<file path="src/hw/rx_lock_defines.vh">
// Purpose: shared constants for the receive lock-select and link-fault block
// Assumes: 32-bit Avalon-MM word addressing by byte address
// Notes:   all timing counts are in 100 MHz clock cycles
`ifndef RX_LOCK_DEFINES_VH
`define RX_LOCK_DEFINES_VH

// ----------------------------------------
// register byte offsets
// ----------------------------------------
`define REG_LIVE_STATUS   8'h00
`define REG_IRQ_STATUS    8'h04
`define REG_IRQ_MASK      8'h08
`define REG_LATCH_BASE    8'h40
`define REG_LATCH_LAST    8'h7c

// ----------------------------------------
// reset values
// ----------------------------------------
`define IRQ_MASK_RESET    8'h00
`define LATCH_RESET       8'h00

// ----------------------------------------
// configuration latch map
// ----------------------------------------
`define LATCH_CHAN_DISABLE 4'h0
`define LATCH_AMP_TRIP     4'h1

// ----------------------------------------
// live status field positions
// ----------------------------------------
`define LIVE_TRAIN_LSB    0
`define LIVE_FAULT_LSB    4
`define LIVE_DENS_LSB     8
`define LIVE_TRGABS_LSB   12

// ----------------------------------------
// rate range codes (three-level pin)
// ----------------------------------------
`define RANGE_LOW         2'h0
`define RANGE_MID         2'h1
`define RANGE_HIGH        2'h2

// ----------------------------------------
// timing
// ----------------------------------------
`define DENSITY_WINDOW_BITS 60
`define TRG_ABSENT_CYCLES   16

`endif

</file>
<file path="src/hw/rx_lock_select_link_fault.v">
// Purpose: per-channel lock source select, input select and link fault
// Assumes: all pin inputs are asynchronous to clk
// Notes:   analog detectors deliver amplitudeOk and rateInRange levels
//          fault output is combinational, detectors reach it through two flip-flops
//
// Behaviour
// - check-enable high: level, range, density decide source
// - any deciding check failing locks loop to training clock
// - density fails: no transition in 60 bits
// - check-enable low: only range check decides
// - local-clock pin low: train, fault asserted
// - local-clock pin high: recover on selected input
// - three-level rate select sets loop range, static
// - input select high primary, low secondary
// - fault low on any of six conditions
// - strobe writes data byte into addressed latch
// - reset returns machines, counters, latches to initial
`timescale 1ns/10ps
`include "rx_lock_defines.vh"

module rx_lock_select_link_fault #(
   parameter CHANNELS = 4
) (
   // clock and reset
   input  wire                  clk,
   input  wire                  rst,
   // avalon-mm slave
   input  wire [7:0]            address,
   input  wire                  read,
   input  wire                  write,
   input  wire [31:0]           writedata,
   output reg  [31:0]           readdata,
   output wire                  waitrequest,
   output wire                  irq,
   // global pins
   input  wire                  lockCheckEnable,
   // per-channel pins
   input  wire [CHANNELS-1:0]   forceLocalClockN,
   input  wire [CHANNELS-1:0]   inputPortSelect,
   input  wire [2*CHANNELS-1:0] rateRangeSelect,
   input  wire [CHANNELS-1:0]   primarySerialInput,
   input  wire [CHANNELS-1:0]   secondarySerialInput,
   input  wire [CHANNELS-1:0]   trainingClock,
   input  wire [CHANNELS-1:0]   amplitudeOk,
   input  wire [CHANNELS-1:0]   rateInRange,
   // configuration port
   input  wire                  configWriteStrobe,
   input  wire [3:0]            configAddr,
   input  wire [7:0]            configData,
   // recovery loop controls
   output wire [CHANNELS-1:0]   lockToTraining,
   output reg  [CHANNELS-1:0]   selectedSerial,
   output reg  [2*CHANNELS-1:0] recoveryRange,
   output wire [2*CHANNELS-1:0] amplitudeTripSelect,
   output wire [CHANNELS-1:0]   linkFaultN
);

   // ----------------------------------------
   // pin synchronisers
   // ----------------------------------------
   localparam SW = 7 * CHANNELS + 1;

   reg  [SW-1:0] pinMeta_q;
   reg  [SW-1:0] pinSync_q;

   always @(posedge clk or posedge rst) begin
      if (rst) begin
         pinMeta_q <= {SW{1'b0}};
         pinSync_q <= {SW{1'b0}};
      end else begin
         pinMeta_q <= {lockCheckEnable, forceLocalClockN, inputPortSelect,
                       rateRangeSelect, primarySerialInput,
                       secondarySerialInput, trainingClock};
         pinSync_q <= pinMeta_q;
      end
   end

   // a second pair for the analog detector levels
   reg  [2*CHANNELS-1:0] detMeta_q;
   reg  [2*CHANNELS-1:0] detSync_q;

   always @(posedge clk or posedge rst) begin
      if (rst) begin
         detMeta_q <= {2*CHANNELS{1'b0}};
         detSync_q <= {2*CHANNELS{1'b0}};
      end else begin
         detMeta_q <= {amplitudeOk, rateInRange};
         detSync_q <= detMeta_q;
      end
   end

   wire                  checkEn = pinSync_q[SW-1];
   wire [CHANNELS-1:0]   ulcN    = pinSync_q[7*CHANNELS-1 -: CHANNELS];
   wire [CHANNELS-1:0]   inSel   = pinSync_q[6*CHANNELS-1 -: CHANNELS];
   wire [2*CHANNELS-1:0] rateSel = pinSync_q[5*CHANNELS-1 -: 2*CHANNELS];
   wire [CHANNELS-1:0]   priIn   = pinSync_q[3*CHANNELS-1 -: CHANNELS];
   wire [CHANNELS-1:0]   secIn   = pinSync_q[2*CHANNELS-1 -: CHANNELS];
   wire [CHANNELS-1:0]   trgIn   = pinSync_q[CHANNELS-1:0];
   wire [CHANNELS-1:0]   ampOk   = detSync_q[2*CHANNELS-1 -: CHANNELS];
   wire [CHANNELS-1:0]   rangeOk = detSync_q[CHANNELS-1:0];

   // ----------------------------------------
   // configuration latches
   // ----------------------------------------
   wire [127:0] latchFlat;

   config_latch_file u_latches (
      .clk               (clk),
      .rst               (rst),
      .configWriteStrobe (configWriteStrobe),
      .configAddr        (configAddr),
      .configData        (configData),
      .latchFlat         (latchFlat)
   );

   wire [7:0] chanDisableByte = latchFlat[`LATCH_CHAN_DISABLE*8 +: 8];
   wire [7:0] ampTripByte     = latchFlat[`LATCH_AMP_TRIP*8 +: 8];
   // limitation: the disable byte covers at most eight channels
   wire [CHANNELS-1:0] chanDisable = chanDisableByte[CHANNELS-1:0];

   // ----------------------------------------
   // per-channel lock source and fault
   // ----------------------------------------
   wire [CHANNELS-1:0] densityFail;
   wire [CHANNELS-1:0] trainingAbsent;
   wire [CHANNELS-1:0] muxedBit;
   wire [CHANNELS-1:0] checkFail;

   genvar c;
   generate
      for (c = 0; c < CHANNELS; c = c + 1) begin : g_chan
         assign muxedBit[c] = inSel[c] ? priIn[c] : secIn[c];

         transition_density_check u_check (
            .clk            (clk),
            .rst            (rst),
            .serialBit      (muxedBit[c]),
            .trainingClock  (trgIn[c]),
            .densityFail    (densityFail[c]),
            .trainingAbsent (trainingAbsent[c])
         );

         // all three checks with checking on, else range alone
         assign checkFail[c] = checkEn ?
                               (~rangeOk[c] | ~ampOk[c] | densityFail[c])
                             : ~rangeOk[c];

         // follows checks live, so it returns as soon as they are valid
         assign lockToTraining[c] = ~ulcN[c] | checkFail[c];

         // combinational on purpose: no dependence on the recovered clock
         assign linkFaultN[c] = ~(~rangeOk[c] | ~ampOk[c] | densityFail[c]
                                  | chanDisable[c] | ~ulcN[c]
                                  | trainingAbsent[c]);

         assign amplitudeTripSelect[2*c +: 2] = ampTripByte[2*c +: 2];
      end
   endgenerate

   // ----------------------------------------
   // data path registers
   // ----------------------------------------
   always @(posedge clk or posedge rst) begin
      if (rst) begin
         selectedSerial <= {CHANNELS{1'b0}};
         recoveryRange  <= {2*CHANNELS{1'b0}};
      end else begin
         selectedSerial <= muxedBit;
         // range follows the pin; the pin is expected static
         recoveryRange  <= rateSel;
      end
   end

   // ----------------------------------------
   // interrupt events
   // ----------------------------------------
   reg  [CHANNELS-1:0]   faultLast_q;
   reg  [CHANNELS-1:0]   trainLast_q;
   reg  [2*CHANNELS-1:0] irqStatus_q;
   reg  [2*CHANNELS-1:0] irqMask_q;
   wire [CHANNELS-1:0]   faultNow;
   wire [CHANNELS-1:0]   faultRise;
   wire [CHANNELS-1:0]   trainRise;
   wire [2*CHANNELS-1:0] events;
   wire [2*CHANNELS-1:0] clearBits;
   wire [2*CHANNELS-1:0] statusNext;

   assign faultNow = ~linkFaultN;

   generate
      for (c = 0; c < CHANNELS; c = c + 1) begin : g_event
         // rising edges only: a fault that stays up raises one event
         assign faultRise[c] = faultNow[c] & ~faultLast_q[c];
         assign trainRise[c] = lockToTraining[c] & ~trainLast_q[c];
      end
   endgenerate

   assign events = {trainRise, faultRise};
   // a new event wins over a clear in the same cycle
   assign statusNext = (irqStatus_q & ~clearBits) | events;

   // ----------------------------------------
   // avalon slave: one wait state per access
   // ----------------------------------------
   reg        ack_q;
   wire       access;
   wire       writeAck;
   wire       hitLive;
   wire       hitStatus;
   wire       hitMask;
   wire       hitLatch;
   wire [3:0] latchIndex;

   assign access      = read | write;
   assign writeAck    = write & ack_q;
   // answer in the second cycle, readdata is loaded by then
   assign waitrequest = access & ~ack_q;

   // unmapped addresses still answer, reading zero
   assign hitLive    = (address == `REG_LIVE_STATUS);
   assign hitStatus  = (address == `REG_IRQ_STATUS);
   assign hitMask    = (address == `REG_IRQ_MASK);
   assign hitLatch   = (address >= `REG_LATCH_BASE) && (address <= `REG_LATCH_LAST)
                       && (address[1:0] == 2'h0);
   assign latchIndex = address[5:2];

   assign clearBits = (writeAck && hitStatus) ? writedata[2*CHANNELS-1:0]
                                              : {2*CHANNELS{1'b0}};
   // level output: high until software clears or masks
   assign irq = |(irqStatus_q & irqMask_q);

   // ----------------------------------------
   // edge history and status
   // ----------------------------------------
   always @(posedge clk or posedge rst) begin
      if (rst) begin
         // reset shows fault and training lock: history starts high
         faultLast_q <= {CHANNELS{1'b1}};
         trainLast_q <= {CHANNELS{1'b1}};
      end else begin
         faultLast_q <= faultNow;
         trainLast_q <= lockToTraining;
      end
   end

   always @(posedge clk or posedge rst) begin
      if (rst) begin
         irqStatus_q <= {2*CHANNELS{1'b0}};
      end else begin
         irqStatus_q <= statusNext;
      end
   end

   always @(posedge clk or posedge rst) begin
      if (rst) begin
         irqMask_q <= {2*CHANNELS{1'b0}};
      end else if (writeAck && hitMask) begin
         irqMask_q <= writedata[2*CHANNELS-1:0];
      end
   end

   // wait, answer, then free for the next access
   always @(posedge clk or posedge rst) begin
      if (rst) begin
         ack_q <= 1'b0;
      end else begin
         ack_q <= access & ~ack_q;
      end
   end

   // ----------------------------------------
   // read data
   // ----------------------------------------
   reg [31:0] readNext;

   always @* begin
      readNext = 32'h00000000;
      if (hitLive) begin
         readNext[`LIVE_TRAIN_LSB  +: CHANNELS] = lockToTraining;
         readNext[`LIVE_FAULT_LSB  +: CHANNELS] = ~linkFaultN;
         readNext[`LIVE_DENS_LSB   +: CHANNELS] = densityFail;
         readNext[`LIVE_TRGABS_LSB +: CHANNELS] = trainingAbsent;
      end else if (hitStatus) begin
         readNext[2*CHANNELS-1:0] = irqStatus_q;
      end else if (hitMask) begin
         readNext[2*CHANNELS-1:0] = irqMask_q;
      end else if (hitLatch) begin
         readNext[7:0] = latchFlat[latchIndex*8 +: 8];
      end
   end

   // loaded in the wait cycle, held until the next read
   always @(posedge clk or posedge rst) begin
      if (rst) begin
         readdata <= 32'h00000000;
      end else if (read & ~ack_q) begin
         readdata <= readNext;
      end
   end

endmodule // rx_lock_select_link_fault

</file>
<file path="src/hw/transition_density_check.v">
// Purpose: per-channel transition density and training clock watchdogs
// Assumes: serial bit and training clock already pass two flip-flops
// Notes:   one sample per clock counts as one received bit
`timescale 1ns/10ps
`include "rx_lock_defines.vh"

module transition_density_check #(
   parameter WINDOW   = `DENSITY_WINDOW_BITS,
   parameter TRG_WAIT = `TRG_ABSENT_CYCLES
) (
   // clock and reset
   input  wire clk,
   input  wire rst,
   // synchronised inputs
   input  wire serialBit,
   input  wire trainingClock,
   // results
   output reg  densityFail,
   output reg  trainingAbsent
);

   // ----------------------------------------
   // density: run of bits without transition
   // ----------------------------------------
   reg       lastBit_q;
   reg [6:0] runLen_q;
   reg       lastTrg_q;
   reg [7:0] trgIdle_q;

   always @(posedge clk or posedge rst) begin
      if (rst) begin
         lastBit_q      <= 1'b0;
         runLen_q       <= 7'h00;
         densityFail    <= 1'b1;
         lastTrg_q      <= 1'b0;
         trgIdle_q      <= 8'h00;
         trainingAbsent <= 1'b1;
      end else begin
         lastBit_q <= serialBit;
         // 60 bits with no edge means 59 equal neighbours
         if (serialBit != lastBit_q) begin
            runLen_q    <= 7'h00;
            densityFail <= 1'b0;
         end else if (runLen_q < WINDOW - 2) begin
            runLen_q    <= runLen_q + 7'h01;
         end else begin
            densityFail <= 1'b1;
         end
         lastTrg_q <= trainingClock;
         if (trainingClock != lastTrg_q) begin
            trgIdle_q      <= 8'h00;
            trainingAbsent <= 1'b0;
         end else if (trgIdle_q < TRG_WAIT - 1) begin
            trgIdle_q      <= trgIdle_q + 8'h01;
         end else begin
            trainingAbsent <= 1'b1;
         end
      end
   end

endmodule // transition_density_check

</file>
<file path="src/hw/config_latch_file.v">
// Purpose: sixteen 8-bit configuration latches written by an async strobe
// Assumes: strobe, address and data arrive from pins, unsynchronised
// Notes:   address and data must be stable around the strobe rising edge
`timescale 1ns/10ps
`include "rx_lock_defines.vh"

module config_latch_file (
   // clock and reset
   input  wire        clk,
   input  wire        rst,
   // pin side
   input  wire        configWriteStrobe,
   input  wire [3:0]  configAddr,
   input  wire [7:0]  configData,
   // readback
   output wire [127:0] latchFlat
);

   // ----------------------------------------
   // synchronisers and strobe edge
   // ----------------------------------------
   reg [12:0] meta_q;
   reg [12:0] sync_q;
   reg        strobeLast_q;
   reg [7:0]  latch_q [0:15];
   wire       writeEdge = sync_q[12] & ~strobeLast_q;

   always @(posedge clk or posedge rst) begin
      if (rst) begin
         meta_q       <= 13'h0000;
         sync_q       <= 13'h0000;
         strobeLast_q <= 1'b0;
      end else begin
         meta_q       <= {configWriteStrobe, configAddr, configData};
         sync_q       <= meta_q;
         strobeLast_q <= sync_q[12];
      end
   end

   genvar i;
   generate
      for (i = 0; i < 16; i = i + 1) begin : g_latch
         always @(posedge clk or posedge rst) begin
            if (rst) begin
               latch_q[i] <= `LATCH_RESET;
            end else if (writeEdge && sync_q[11:8] == i) begin
               latch_q[i] <= sync_q[7:0];
            end
         end
         assign latchFlat[i*8 +: 8] = latch_q[i];
      end
   endgenerate

endmodule // config_latch_file

</file>
<file path="config.mk">
export PLATFORM = sky130hd
export DESIGN_NAME = rx_lock_select_link_fault
export DESIGN_NICKNAME = d
export VERILOG_FILES = /design/src/hw/rx_lock_select_link_fault.v /design/src/hw/transition_density_check.v /design/src/hw/config_latch_file.v
export VERILOG_INCLUDE_DIRS = /design/src /design/src/hw
export SDC_FILE = /design/constraint.sdc
export NUM_CORES = 1
export LEC_CHECK = 0
export ABC_AREA = 1
export BUFFER_PORTS_ARGS = -buffer_cell sky130_fd_sc_hd__buf_2
export CELL_PAD_IN_SITES_DETAIL_PLACEMENT = 1
export CELL_PAD_IN_SITES_GLOBAL_PLACEMENT = 2
export CORE_AREA = 2 2 253 255
export DETAILED_ROUTE_END_ITERATION = 7
export DIE_AREA = 0 0 255 257
export GPL_TIMING_DRIVEN = 0
export PLACE_DENSITY = 0.59
export SLEW_MARGIN = 25
export SYNTH_ARGS = -nofsm -noshare
export SYNTH_HDL_FRONTEND = slang
export SYNTH_SLANG_ARGS = --single-unit
</file>
<file path="constraint.sdc">
create_clock -name clk -period 10.5 [get_ports clk]
set_input_delay 1.05 -clock clk [delete_from_list [all_inputs] [get_ports clk]]
set_output_delay 1.05 -clock clk [all_outputs]
set_load 0.02 [all_outputs]
</file>
Word level (Yosys, flattened, before mapping)

Cells that the tools add are included.

Bits in registers: 358
Logic and storage cells: 253
Output and inout bits: 62
Input bits: 94

Equal/unequal tests: 33
Magnitude comparators: 10
Add/sub/neg operators: 8
Shift-type cells: 1
Bitwise logic cells: 68
Multiplexer cells: 46
Reduce and logical (&&, ||, !) cells: 32

Operator list:

| kind                                                       | count |
|---|---|
| indexed part select 128 x 8 -> 8 bit                       | 1 |
| two-way mux 8 bit                                          | 14 |
| two-way mux 7 bit                                          | 8 |
| adder 8 x 1 -> 8 bit, second input constant                | 4 |
| equality test 4 bit, second input constant                 | 8 |
| less-than comparator 8 x 4 -> 1 bit, second input constant | 4 |
| adder 7 x 1 -> 7 bit, second input constant                | 4 |
| less-than comparator 7 x 6 -> 1 bit, second input constant | 4 |
| NOT 1 bit                                                  | 26 |
| bitwise OR 1 bit                                           | 25 |
| two-way mux 1 bit                                          | 24 |
| logical AND 1 bit                                          | 20 |
| AND 8 bit                                                  | 2 |
| equality test 4 x 3 -> 1 bit, second input constant        | 4 |
| != test 2 x 1 -> 1 bit, second input constant              | 8 |
| nonzero test 2 bit                                         | 8 |
| AND 1 bit                                                  | 12 |
| equality test 4 x 2 -> 1 bit, second input constant        | 2 |
| equality test 8 x 3 -> 1 bit, second input constant        | 1 |
| equality test 8 x 4 -> 1 bit, second input constant        | 1 |
| >= comparator 8 x 7 -> 1 bit, second input constant        | 1 |
| <= comparator 8 x 7 -> 1 bit, second input constant        | 1 |
| logical NOT 8 bit                                          | 1 |
| != test 1 bit                                              | 8 |
| other kinds (7)                                            | 7 |

Depth between registers and ports, before layout

Gate-level depths: netlist of run 1.

Word-level depth: 10
Mapped depth: 13
Depth with buffers taken out: 11

Cells and area by module

Synthesis of run 1 repeated with hierarchy kept, for this count alone.

Cell total of the unflattened synthesis: 1771
Area, all modules: 15384.8 sq um

Modules (own cells, without submodules):

| module                    | instances | cells each | sequential area each (sq um) | area an instance (sq um) |
|---|---|---|---|---|
| config_latch_file         | 1         | 622        | 3878.7                       | 5846.9 |
| rx_lock_select_link_fault | 1         | 705        | 3188.1                       | 5809.3 |
| transition_density_check  | 4         | 111        | 478.0                        | 932.1 |

Worst setup path after synthesis of run 1

Ideal clock, no wire load.

Path type: in2out
Start point: input write
End point: output waitrequest
Arrival time: 1380 ps
Setup slack: 8070 ps
Data required time: 9450 ps
Buffers on the path: 0
Cell stages on the path: 2
Cells stage by stage: nor2_1 -> nor2_1

Longest elaborated chain between the ends: 2

RTL lines:

| element          | RTL line                        | RTL |
|---|---|---|
| from (decl)      | rx_lock_select_link_fault.v:30  | `input wire write,` |
| bitwise OR 1 bit | rx_lock_select_link_fault.v:214 | `assign access = read \| write;` |
| AND 1 bit        | rx_lock_select_link_fault.v:217 | `assign waitrequest = access & ~ack_q;` |
| to (decl)        | rx_lock_select_link_fault.v:33  | `output wire waitrequest,` |

No other way between the ends.

Worst setup path after layout of run 1

Start point: register u_latches.latch_q (netlist bit u_latches.latchFlat[2])
End point: output linkFaultN[2]

Longest elaborated chain between the ends: 4

RTL lines:

| element                           | RTL line                        | RTL |
|---|---|---|
| from (decl)                       | config_latch_file.v:25          | `reg [7:0] latch_q [0:15];` |
| from (signal, indexed assignment) | config_latch_file.v:45          | `` latch_q[i] <= `LATCH_RESET; `` |
| from (signal, indexed assignment) | config_latch_file.v:47          | `latch_q[i] <= sync_q[7:0];` |
| bitwise OR 1 bit (2 in series)    | rx_lock_select_link_fault.v:153 | `\| chanDisable[c] \| ~ulcN[c]` |
| bitwise OR 1 bit                  | rx_lock_select_link_fault.v:154 | `\| trainingAbsent[c]);` |
| NOT 1 bit                         | rx_lock_select_link_fault.v:152 | `assign linkFaultN[c] = ~(~rangeOk[c] \| ~ampOk[c] \| densityFail[c]` |
| to (decl)                         | rx_lock_select_link_fault.v:55  | `output wire [CHANNELS-1:0] linkFaultN` |

No other way between the ends.

==> impl_metrics.json, run 1 <==
{
  "status": "complete, no violations",
  "htreeDepth": 2,
  "rows": 92,
  "skew_ns": 0.0296,
  "crit_required_ns": 9.45,
  "irDropWorstVdd_mv": 0.101,
  "drive_gt1_share_pct": 16.7,
  "worstHoldPathType": "flop to flop",
  "criticalPathCategory": "flop to primary output",
  "grt_use_met1_pct": 19.1,
  "tns_ns": 0,
  "fp.dieW_um": 255,
  "cts_setup_buffers": 0,
  "num-fill-cells": 7276,
  "vias": 10788,
  "coreArea_um2": 62700,
  "dieArea_um2": 65500,
  "grt_pass1_vias": 11332,
  "hold_buffers": 0,
  "tritoncts": "yes",
  "wl_um": 43500,
  "worst_pin_slew_ns": 0.902,
  "post-route-util_pct": 28.3,
  "rsz0062_at_grt": "no",
  "hpwl_um": 31700,
  "fin_crit_sh_pct": 29.2,
  "syn-cell-area_um2": 14400,
  "nets": 1836,
  "diodes": 0,
  "grt-ovfl-total": 0,
  "vias_per_cell": 4.13,
  "cts-buffers-inserted": 43,
  "setup_viol": 0,
  "drc_errors": 0,
  "grt_pass1_wl_um": 68400,
  "ys_types": 39,
  "critPathArrivalTime_ns": 2.01,
  "max_slew_margin_pct": 39.9,
  "leakagePower_nw": 8.72,
  "ios": 156,
  "path_clk_slew_ns": 0.06,
  "hold_viol": 0,
  "clkSinkCount": 354,
  "async_reset_ff_share_pct": 100,
  "use_met2_pct": 21.6,
  "fmax_mhz": 327,
  "use_met3_pct": 2.54,
  "p_per_area_nw_per_um2": 198,
  "cp_max_fo": 4,
  "gp_congestion": 0.785,
  "start_kind": "flop",
  "start_util_pct": 22.9,
  "gr-usage-all-layers_pct": 13.6,
  "synth-seq-area-share_pct": 61.9,
  "pre_cts_slack_ns": 7.66,
  "drt-wirelength-per-cell_um": 16.7,
  "avgSynthCellArea_um2": 9.26,
  "clk_path_buf_depth": 3,
  "cts_resized": 0,
  "ant_nets": 0,
  "cts_root_buffer": "clkbuf_16",
  "end_kind": "primary output",
  "portBuffers": 111,
  "clock_latency_ns": 0.57,
  "grt_max_degree": 33,
  "yosysWarnings": 0,
  "synth_seq_cells": 354,
  "slew_violations": 0,
  "period_needed_ns": 3.06,
  "syn2layout_area_growth_pct": 23.7,
  "synth_cells": 1549,
  "die_h_um": 257,
  "r2r_start": "u_latches.strobeLast_q",
  "synth-edff-count": 0,
  "min-delay-start": "u_latches.meta_q[7]",
  "fin_ws_ns": 7.44,
  "grt-busiest-layer": "met2",
  "crit_start": "u_latches.latchFlat[2]",
  "drt_iter0_markers": 460,
  "whs_ns": 0.346,
  "maxCapViolations": 0,
  "first_pass_iters": 4,
  "antenna_found_initial": 2,
  "ys.flop_type": "dfrtp_1"
}
-- layout by cell type, fill, tap and decap left out, types with 2 or more instances in the layout --
master	synthesis	routed
clkinvlp_4	0	2
nand4_1	19	19
clkbuf_1	26	35
nor3_1	5	5
nor3b_1	2	2
o21ai_2	8	8
mux2_2	4	4
a21oi_1	39	39
a31oi_1	3	3
o21ai_1	16	16
buf_4	29	29
ha_1	8	8
nor4_1	5	4
nand2_2	4	4
clkbuf_16	0	44
buf_16	0	3
o21ai_0	164	164
inv_1	178	177
nand2_4	4	4
buf_2	11	122
clkbuf_8	0	12
conb_1	1	16
a221oi_1	4	4
nor3_4	3	3
dfrtp_1	338	338
a21oi_2	2	2
nand2_1	412	412
dfstp_2	16	16
nor2_1	143	143
buf_6	9	9
nand3_1	77	77
buf_12	0	11
clkinv_2	2	9
xnor2_1	4	4
xor2_1	4	4
-- worst max-delay path, stage by stage (launching register included) --
cell and delay, ns:
dfrtp_1 0.46, nor4_1 0.67, buf_2 0.31
-- kinds of logic after synthesis --
logic type | Yosys count | synth area share [%]
and+or+nand+nor | 679 | 19.7
DFF | 354 | 61.9
buffers and inverters | 259 | 8.25
AOI/OAI and AO/OA | 236 | 8.62
adders and majority gates | 8 | 0.698
xor gates and xnor gates | 8 | 0.488
muxes | 4 | 0.314
other | 1 | 0.0261
-- state kept, by name, summed over array words and instances, names as in the netlist, 4 cells and up --
signal                         cells
u_latches.latchFlat              128
g_chan.u_check.trgIdle_q          32
pinMeta_q                         29
pinSync_q                         29
g_chan.u_check.runLen_q           28
readdata                          16
u_latches.meta_q                  13
u_latches.sync_q                  13
detMeta_q                          8
detSync_q                          8
irqMask_q                          8
irqStatus_q                        8
recoveryRange                      8
faultLast_q                        4
g_chan.u_check.densityFail         4
g_chan.u_check.lastTrg_q           4
g_chan.u_check.trainingAbsent      4
selectedSerial                     4
trainLast_q                        4
-- through the flow --
stage          instances  area [µm²]  total power, mW
2_1_floorplan       1564       14400             1.91
3_3_place_gp        2521       16000             2.05
3_5_place_dp        2535       16300             2.08
4_1_cts             2611       17700             3.59
5_1_grt             2611       17700             3.72
6_report            2611       17700             3.51
-- metal layers --
layer,wire [µm],up-vias
met5,13,-
met3,1870,61
li1,-,5224
met4,787,2
met1,21000,5339
met2,19800,162
-- layout make-up --
cell class	count	area (µm²)	area share (%)
multi-input cells	951	4350	24.5
plain buffers	76	487	2.74
clock buffers	65	1300	7.33
inverters	183	701	3.95
well taps	846	1060	5.97
clock inverters	11	111	0.628
repair buffers	125	858	4.84
flip-flops and latches	354	8880	50.0
-- worst paths after layout --
path	cells past startpoint	to	slack (ns)
max in group asynchronous	7	g_chan[0].u_check.trainingAbsent	8.68
max	2	linkFaultN[2]	7.44
min in group asynchronous	2	pinMeta_q[19]	0.44
max reg2reg	7	u_latches.latchFlat[1]	8.63
min reg2reg	0	u_latches.sync_q[7]	0.35
min	0	u_latches.sync_q[7]	0.35
-- Yosys cell counts, types with 2 or more instances --
master | count | share of area (%)
nand2_1 | 412 | 11
dfrtp_1 | 338 | 59
inv_1 | 178 | 4.7
o21ai_0 | 164 | 5.7
nor2_1 | 143 | 3.7
nand3_1 | 77 | 2.7
a21oi_1 | 39 | 1.4
buf_4 | 29 | 1.5
clkbuf_1 | 26 | 0.68
nand4_1 | 19 | 0.83
dfstp_2 | 16 | 2.9
o21ai_1 | 16 | 0.56
buf_2 | 11 | 0.38
buf_6 | 9 | 0.71
ha_1 | 8 | 0.70
o21ai_2 | 8 | 0.49
nor3_1 | 5 | 0.17
nor4_1 | 5 | 0.22
a221oi_1 | 4 | 0.24
mux2_2 | 4 | 0.31
nand2_2 | 4 | 0.17
nand2_4 | 4 | 0.31
xnor2_1 | 4 | 0.24
xor2_1 | 4 | 0.24
a31oi_1 | 3 | 0.13
nor3_4 | 3 | 0.34
a21oi_2 | 2 | 0.12
clkinv_2 | 2 | 0.070
nor3b_1 | 2 | 0.10
-- report_power, final --
| part | internal, mW | total [mW] | switching [mW] |
|---|---|---|---|
| Combinational | 0.159 | 0.423 | 0.264 |
| Clock | 0.879 | 1.47 | 0.594 |
| Sequential | 1.52 | 1.62 | 0.100 |
| Total | 2.56 | 3.52 | 0.958 |
Note: power is estimated with default switching activity, not from simulation.
==> run 2: changes to the inputs <==
--- a/config.mk
+++ b/config.mk
@@ -6,15 +6,15 @@
 export SDC_FILE = /design/constraint.sdc
 export NUM_CORES = 1
 export LEC_CHECK = 0
-export ABC_AREA = 1
+export ABC_AREA = 0
 export BUFFER_PORTS_ARGS = -buffer_cell sky130_fd_sc_hd__buf_2
 export CELL_PAD_IN_SITES_DETAIL_PLACEMENT = 1
 export CELL_PAD_IN_SITES_GLOBAL_PLACEMENT = 2
-export CORE_AREA = 2 2 253 255
+export CORE_AREA = 2 2 249 251
 export DETAILED_ROUTE_END_ITERATION = 7
-export DIE_AREA = 0 0 255 257
+export DIE_AREA = 0 0 251 253
 export GPL_TIMING_DRIVEN = 0
-export PLACE_DENSITY = 0.59
+export PLACE_DENSITY = 0.52
 export SLEW_MARGIN = 25
 export SYNTH_ARGS = -nofsm -noshare
 export SYNTH_HDL_FRONTEND = slang
==> constraint.sdc (replaced) <==
create_clock -name clk -period 3.2 [get_ports clk]
set_input_delay 0.32 -clock clk [delete_from_list [all_inputs] [get_ports clk]]
set_output_delay 0.32 -clock clk [all_outputs]
set_load 0.02 [all_outputs]
==> run 2 against run 1 <==
Flip-flop and latch count unchanged. Highest routed layer is now met4. Hold slack got worse by 0.31 ns. Critical path depth increased by 2. Total power increased to 3.2 times the previous value. Sequential power increased to 3.2 times the previous value. Utilization increased by 0.90 points. Via count decreased by 22%. Combinational power increased to 3.1 times the previous value.
==> impl_metrics.json, run 2 <==
{
  "period_needed_ns": 2.39,
  "clkSinkCount": 354,
  "vias": 8467,
  "portBuffers": 113,
  "num-fill-cells": 6552,
  "end_kind": "primary output",
  "dieArea_um2": 63500,
  "crit_start": "g_chan[2].u_check.densityFail",
  "netlist_top_cells_area": "dfrtp_1 61%, mux2_2 10%, mux4_2 4.5%, dfstp_2 3.0%, buf_4 1.5%",
  "syn2layout_area_growth_pct": 28.3,
  "max_slew_margin_pct": 36.0,
  "setup_viol": 0,
  "drt_iter0_markers": 306,
  "nets": 1302,
  "fin_crit_sh_pct": 74.6,
  "synth-edff-count": 0,
  "register_area_um2": 8880,
  "die_h_um": 253,
  "syn-cell-area_um2": 13900,
  "start_kind": "flop",
  "multi_input_area_um2": 4690,
  "tritoncts": "yes",
  "maxCapViolations": 0,
  "gp_congestion": 0.716,
  "final_cell_count_no_fill": 2024,
  "holdPathStages": 2,
  "rsz0062_at_grt": "no",
  "irDropWorstVdd_mv": 0.281,
  "avgSynthCellArea_um2": 14.5,
  "critPathArrivalTime_ns": 2.07,
  "fmax_mhz": 419,
  "hold_viol": 0,
  "skew_ns": 0.0200,
  "drc_errors": 0,
  "final_cell_mix": "338 x dfrtp_1, 127 x mux2_2, 120 x buf_2, 57 x dlygate4sd3_1, 53 x nor2_1",
  "ys.flop_type": "dfrtp_1",
  "tns_ns": 0,
  "gr-usage-all-layers_pct": 12.3,
  "r2r_start": "u_latches.strobeLast_q",
  "coreArea_um2": 61000,
  "cts_root_buffer": "clkbuf_16",
  "largest_reg_flops": 128,
  "ios": 156,
  "synth-seq-area-share_pct": 64.0,
  "cp_max_fo": 3,
  "hpwl_um": 26000,
  "yosysTopAreaCellShare_pct": 60.9,
  "yosysWarnings": 0,
  "wl_um": 37900,
  "path_clk_slew_ns": 0.06,
  "leakagePower_nw": 8.10,
  "yosysMostFrequentCell": "dfrtp_1",
  "worstHoldPathType": "input pin to flop",
  "reg2regPathDepth": 5,
  "ant_nets": 0,
  "drt-wirelength-per-cell_um": 18.7,
  "clock_latency_ns": 0.57,
  "drive_gt1_share_pct": 34.0,
  "htreeDepth": 2,
  "cts_setup_buffers": 0,
  "vias_per_cell": 4.18,
  "p_per_area_nw_per_um2": 637,
  "ys_types": 59,
  "grt_pass1_wl_um": 59000,
  "grt_pass1_vias": 9411,
  "criticalPathCategory": "flop to primary output",
  "reg2reg_slack_ns": 0.83,
  "cts-buffers-inserted": 43,
  "start_util_pct": 22.7,
  "first_pass_iters": 4,
  "layout_commonest_cell": "dfrtp_1",
  "min-delay-start": "writedata[0]",
  "dp_cells": 1888,
  "status": "complete, no violations",
  "grt-ovfl-total": 0,
  "synth_cells": 955,
  "synth_seq_cells": 354,
  "clk_path_buf_depth": 3,
  "synth_common_cells": "338 x dfrtp_1, 127 x mux2_2, 54 x nor2_1, 50 x nand2_1",
  "crit_required_ns": 2.88,
  "diodes": 0,
  "grt_max_degree": 34,
  "antenna_found_initial": 0,
  "async_reset_ff_share_pct": 100,
  "fp.dieW_um": 251,
  "synth_area_leader_cell": "dfrtp_1",
  "slew_violations": 0,
  "rows": 91,
  "worst_pin_slew_ns": 0.960
}
[run 2: worst paths after layout]
check / endpoint
hold reg to reg: u_latches.sync_q[12]
max in group asynchronous: g_chan[2].u_check.trainingAbsent
min in group asynchronous: recoveryRange[7]
hold / removal: irqMask_q[0]
setup / recovery: linkFaultN[2]
setup reg to reg: u_latches.latchFlat[57]
[run 2: worst max-delay path, stage by stage, from the launching register on]
cell and delay (ns):
dfstp_2 0.38, nand2b_1 0.28, or4_1 0.51, inv_1 0.13
buf_2 0.20
[run 2: report_power, final]
part | internal, mW | switching [mW]
registers | 4.95 | 0.292
clock network | 2.86 | 1.95
logic | 0.680 | 0.617
[run 2: final cells by class]
type	instances	share of cell area, %
tap	790	5.55
timing repair buffer	185	8.14
inverter	14	0.316
clock inverter	12	0.632
clock buffer	67	7.24
sequential	354	49.9
buffer	57	1.92
multi-input combinational	545	26.3
[run 2: timing repair]
action,CTS,global route
resized for setup,0,0
setup endpoints to repair,0,0
hold buffers,57,0
hold endpoints to repair,108,0
[run 2: cells by family after synthesis]
| group | count (synthesis) | synth area share [%] |
|---|---|---|
| simple gates | 212 | 8.20 |
| fa+ha+maj | 8 | 0.721 |
| buf+inv | 71 | 2.85 |
| other cells | 1 | 0.0270 |
| flops | 354 | 64.0 |
| mux | 188 | 17.6 |
| compound gates | 89 | 4.61 |
| xor+xnor | 32 | 2.02 |
[run 2: metrics by stage]
step	hold WS [ns]	setup slack, ns	power, mW	cell area [µm²]	util [%]
after floorplan	0.331	-1.85	6.10	13900	-
after global placement	0.331	-4.42	6.51	15500	25.4
after detailed placement	0.266	0.559	6.60	15800	26.0
after CTS	0.00213	0.744	11.6	17800	29.2
after global routing	0.0138	0.635	12.0	17800	29.2
final	0.0333	0.812	11.4	17800	29.2
[run 2: per-layer routing]
metal / GRT usage (%) / up-vias / wire length [µm]
met5: 0 / - / 0
li1: - / 3856 / -
met4: 3.47 / 0 / 825
met2: 20.9 / 124 / 18700
met1: 15.9 / 4432 / 17000
met3: 2.58 / 55 / 1390
==> run 3: changes to the inputs <==
==> constraint.sdc (replaced) <==
create_clock -name clk -period 2.3 [get_ports clk]
set_input_delay 0.23 -clock clk [delete_from_list [all_inputs] [get_ports clk]]
set_output_delay 0.23 -clock clk [all_outputs]
set_load 0.02 [all_outputs]
==> run 3 against run 2 <==
Flip-flop and latch count did not move. Critical endpoint unchanged. Total power rose by 39%. Final area increased by 0.33%.
==> impl_metrics.json, run 3 (same netlist as run 2, synthesis figures left out) <==
{
  "wl_um": 38000,
  "fin_area_um2": 17900,
  "period_needed_ns": 2.20,
  "critPathArrivalTime_ns": 1.97,
  "reg2reg_slack_ns": 0.15,
  "path_clk_slew_ns": 0.06,
  "slew_violations": 0,
  "fin_ws_ns": 0.103,
  "leakagePower_nw": 8.12,
  "grt-ovfl-total": 0,
  "holdPathStages": 4,
  "skew_ns": 0.0205,
  "drc_errors": 0,
  "end_kind": "primary output",
  "status": "complete, no violations",
  "dieArea_um2": 63500,
  "grt_max_degree": 34,
  "first_pass_iters": 4,
  "diodes": 0,
  "start_util_pct": 22.7,
  "tritoncts": "yes",
  "die_h_um": 253,
  "antenna_found_initial": 0,
  "r2r_end": "u_latches.latchFlat[49]",
  "criticalPathCategory": "flop to primary output",
  "vias": 8488,
  "cts-buffers-inserted": 43,
  "vias_per_cell": 4.19,
  "maxCapViolations": 0,
  "pre_cts_slack_ns": -0.251,
  "min-delay-start": "address[7]",
  "hold_viol": 0,
  "final_cell_mix": "338 x dfrtp_1, 127 x mux2_2, 119 x buf_2, 61 x dlygate4sd3_1, 53 x nor2_1",
  "worst_pin_slew_ns": 0.962,
  "worstHoldPathType": "input pin to flop",
  "cp_max_fo": 3,
  "grt_pass1_wl_um": 59200,
  "ios": 156,
  "clock_latency_ns": 0.57,
  "syn2layout_area_growth_pct": 28.7,
  "coreArea_um2": 61000,
  "nets": 1305,
  "crit_required_ns": 2.07,
  "layout_commonest_cell": "dfrtp_1",
  "grt_pass1_vias": 9435,
  "setup_viol": 0,
  "drive_gt1_share_pct": 34.3,
  "fp.dieW_um": 251,
  "r2r_start": "u_latches.strobeLast_q",
  "reg2regPathDepth": 4,
  "clkSinkCount": 354,
  "htreeDepth": 2,
  "irDropWorstVdd_mv": 0.391,
  "tns_ns": 0,
  "start_kind": "flop",
  "largest_reg_flops": 128,
  "p_per_area_nw_per_um2": 884,
  "max_slew_margin_pct": 35.9,
  "clk_path_buf_depth": 3,
  "fmax_mhz": 455,
  "hpwl_um": 26000,
  "holdPathEnd": "readdata[6]",
  "drt_iter0_markers": 326,
  "power_mw": 15.8,
  "ant_nets": 0,
  "cts_setup_buffers": 0,
  "rows": 91,
  "cts_root_buffer": "clkbuf_16",
  "gp_congestion": 0.716,
  "gr-usage-all-layers_pct": 12.3,
  "portBuffers": 113,
  "placedInstanceArea_um2": 15800,
  "drt-wirelength-per-cell_um": 18.7,
  "rsz0062_at_grt": "no",
  "fin_crit_sh_pct": 95.5
}
==> run 3: cell types whose count changed in the layout (fill, tap and decap cells not counted) <==
cell | previous run | this run
or4_4 | 2 | 4
nand2b_2 | 0 | 1
nor4_4 | 1 | 2
nand2b_1 | 5 | 4
dlygate4sd3_1 | 57 | 61
clkbuf_1 | 33 | 31
clkbuf_2 | 0 | 1
clkbuf_4 | 0 | 1
buf_2 | 120 | 119
nor4_2 | 1 | 0
or4_1 | 3 | 1
==> run 3: metal layers <==
metal | vias to the layer above | GRT usage [%] | share of wire, % | wire length [µm]
met5 | - | 0 | 0 | 0
met4 | 0 | 3.47 | 2.2 | 828
met3 | 54 | 2.57 | 3.7 | 1410
met2 | 127 | 20.9 | 49 | 18800
met1 | 4443 | 15.9 | 45 | 17000
li1 | 3864 | - | - | -
==> run 3: layout make-up <==
class / count / area (µm²)
Fill cell: 6546 / 43200
Sequential cell: 354 / 8880
Multi-Input combinational cell: 545 / 4710
Timing Repair Buffer: 189 / 1490
Clock buffer: 67 / 1290
Tap cell: 790 / 988
Buffer: 56 / 340
Clock inverter: 12 / 113
Inverter: 14 / 56.3
==> run 3: worst max path at each step <==
stage                                             start                        endpoint  slack [ns]  cells past startpoint
after floorplan                                     rst                           ack_q       -2.66                      1
after global placement                              rst  g_chan[2].u_check.trgIdle_q[4]       -5.23                      2
after detailed placement                     address[5]                     readdata[6]       -0.25                      5
after CTS                 g_chan[0].u_check.densityFail                   linkFaultN[0]       0.005                      4
after global routing      g_chan[2].u_check.densityFail                   linkFaultN[2]      0.0008                      4
final                     g_chan[2].u_check.densityFail                   linkFaultN[2]        0.10                      4
==> run 3: power by group <==
group          total [mW]  internal (mW)  switching (mW)  leakage (nW)
clock network        6.69           3.98            2.71         0.685
registers            7.29           6.89           0.407          4.40
logic                1.81          0.954           0.860          3.04
==> run 3: critical path, cell delays in order (launching register included) <==
cell and delay, ns:
dfstp_2 0.38, nand2b_2 0.25, or4_4 0.46, inv_1 0.12, clkbuf_4 0.19
==> run 3: per-stage QoR <==
| step | std cells | hold slack (ns) | utilization, % |
|---|---|---|---|
| floorplan | 970 | 0.261 | - |
| global placement | 1873 | 0.331 | 25.4 |
| detailed placement | 1888 | 0.176 | 26.0 |
| CTS | 2028 | 0.0117 | 29.3 |
| global route | 2027 | 0.0691 | 29.3 |
| finish | 2027 | 0.0473 | 29.3 |
==> run 3: what timing repair did <==
| item | CTS | global route |
|---|---|---|
| gates resized for setup | 4 | 2 |
| gates cloned | 0 | 0 |
| setup endpoints to repair | 10 | 10 |
| hold buffers | 61 | 0 |
| hold endpoints to repair | 119 | 0 |
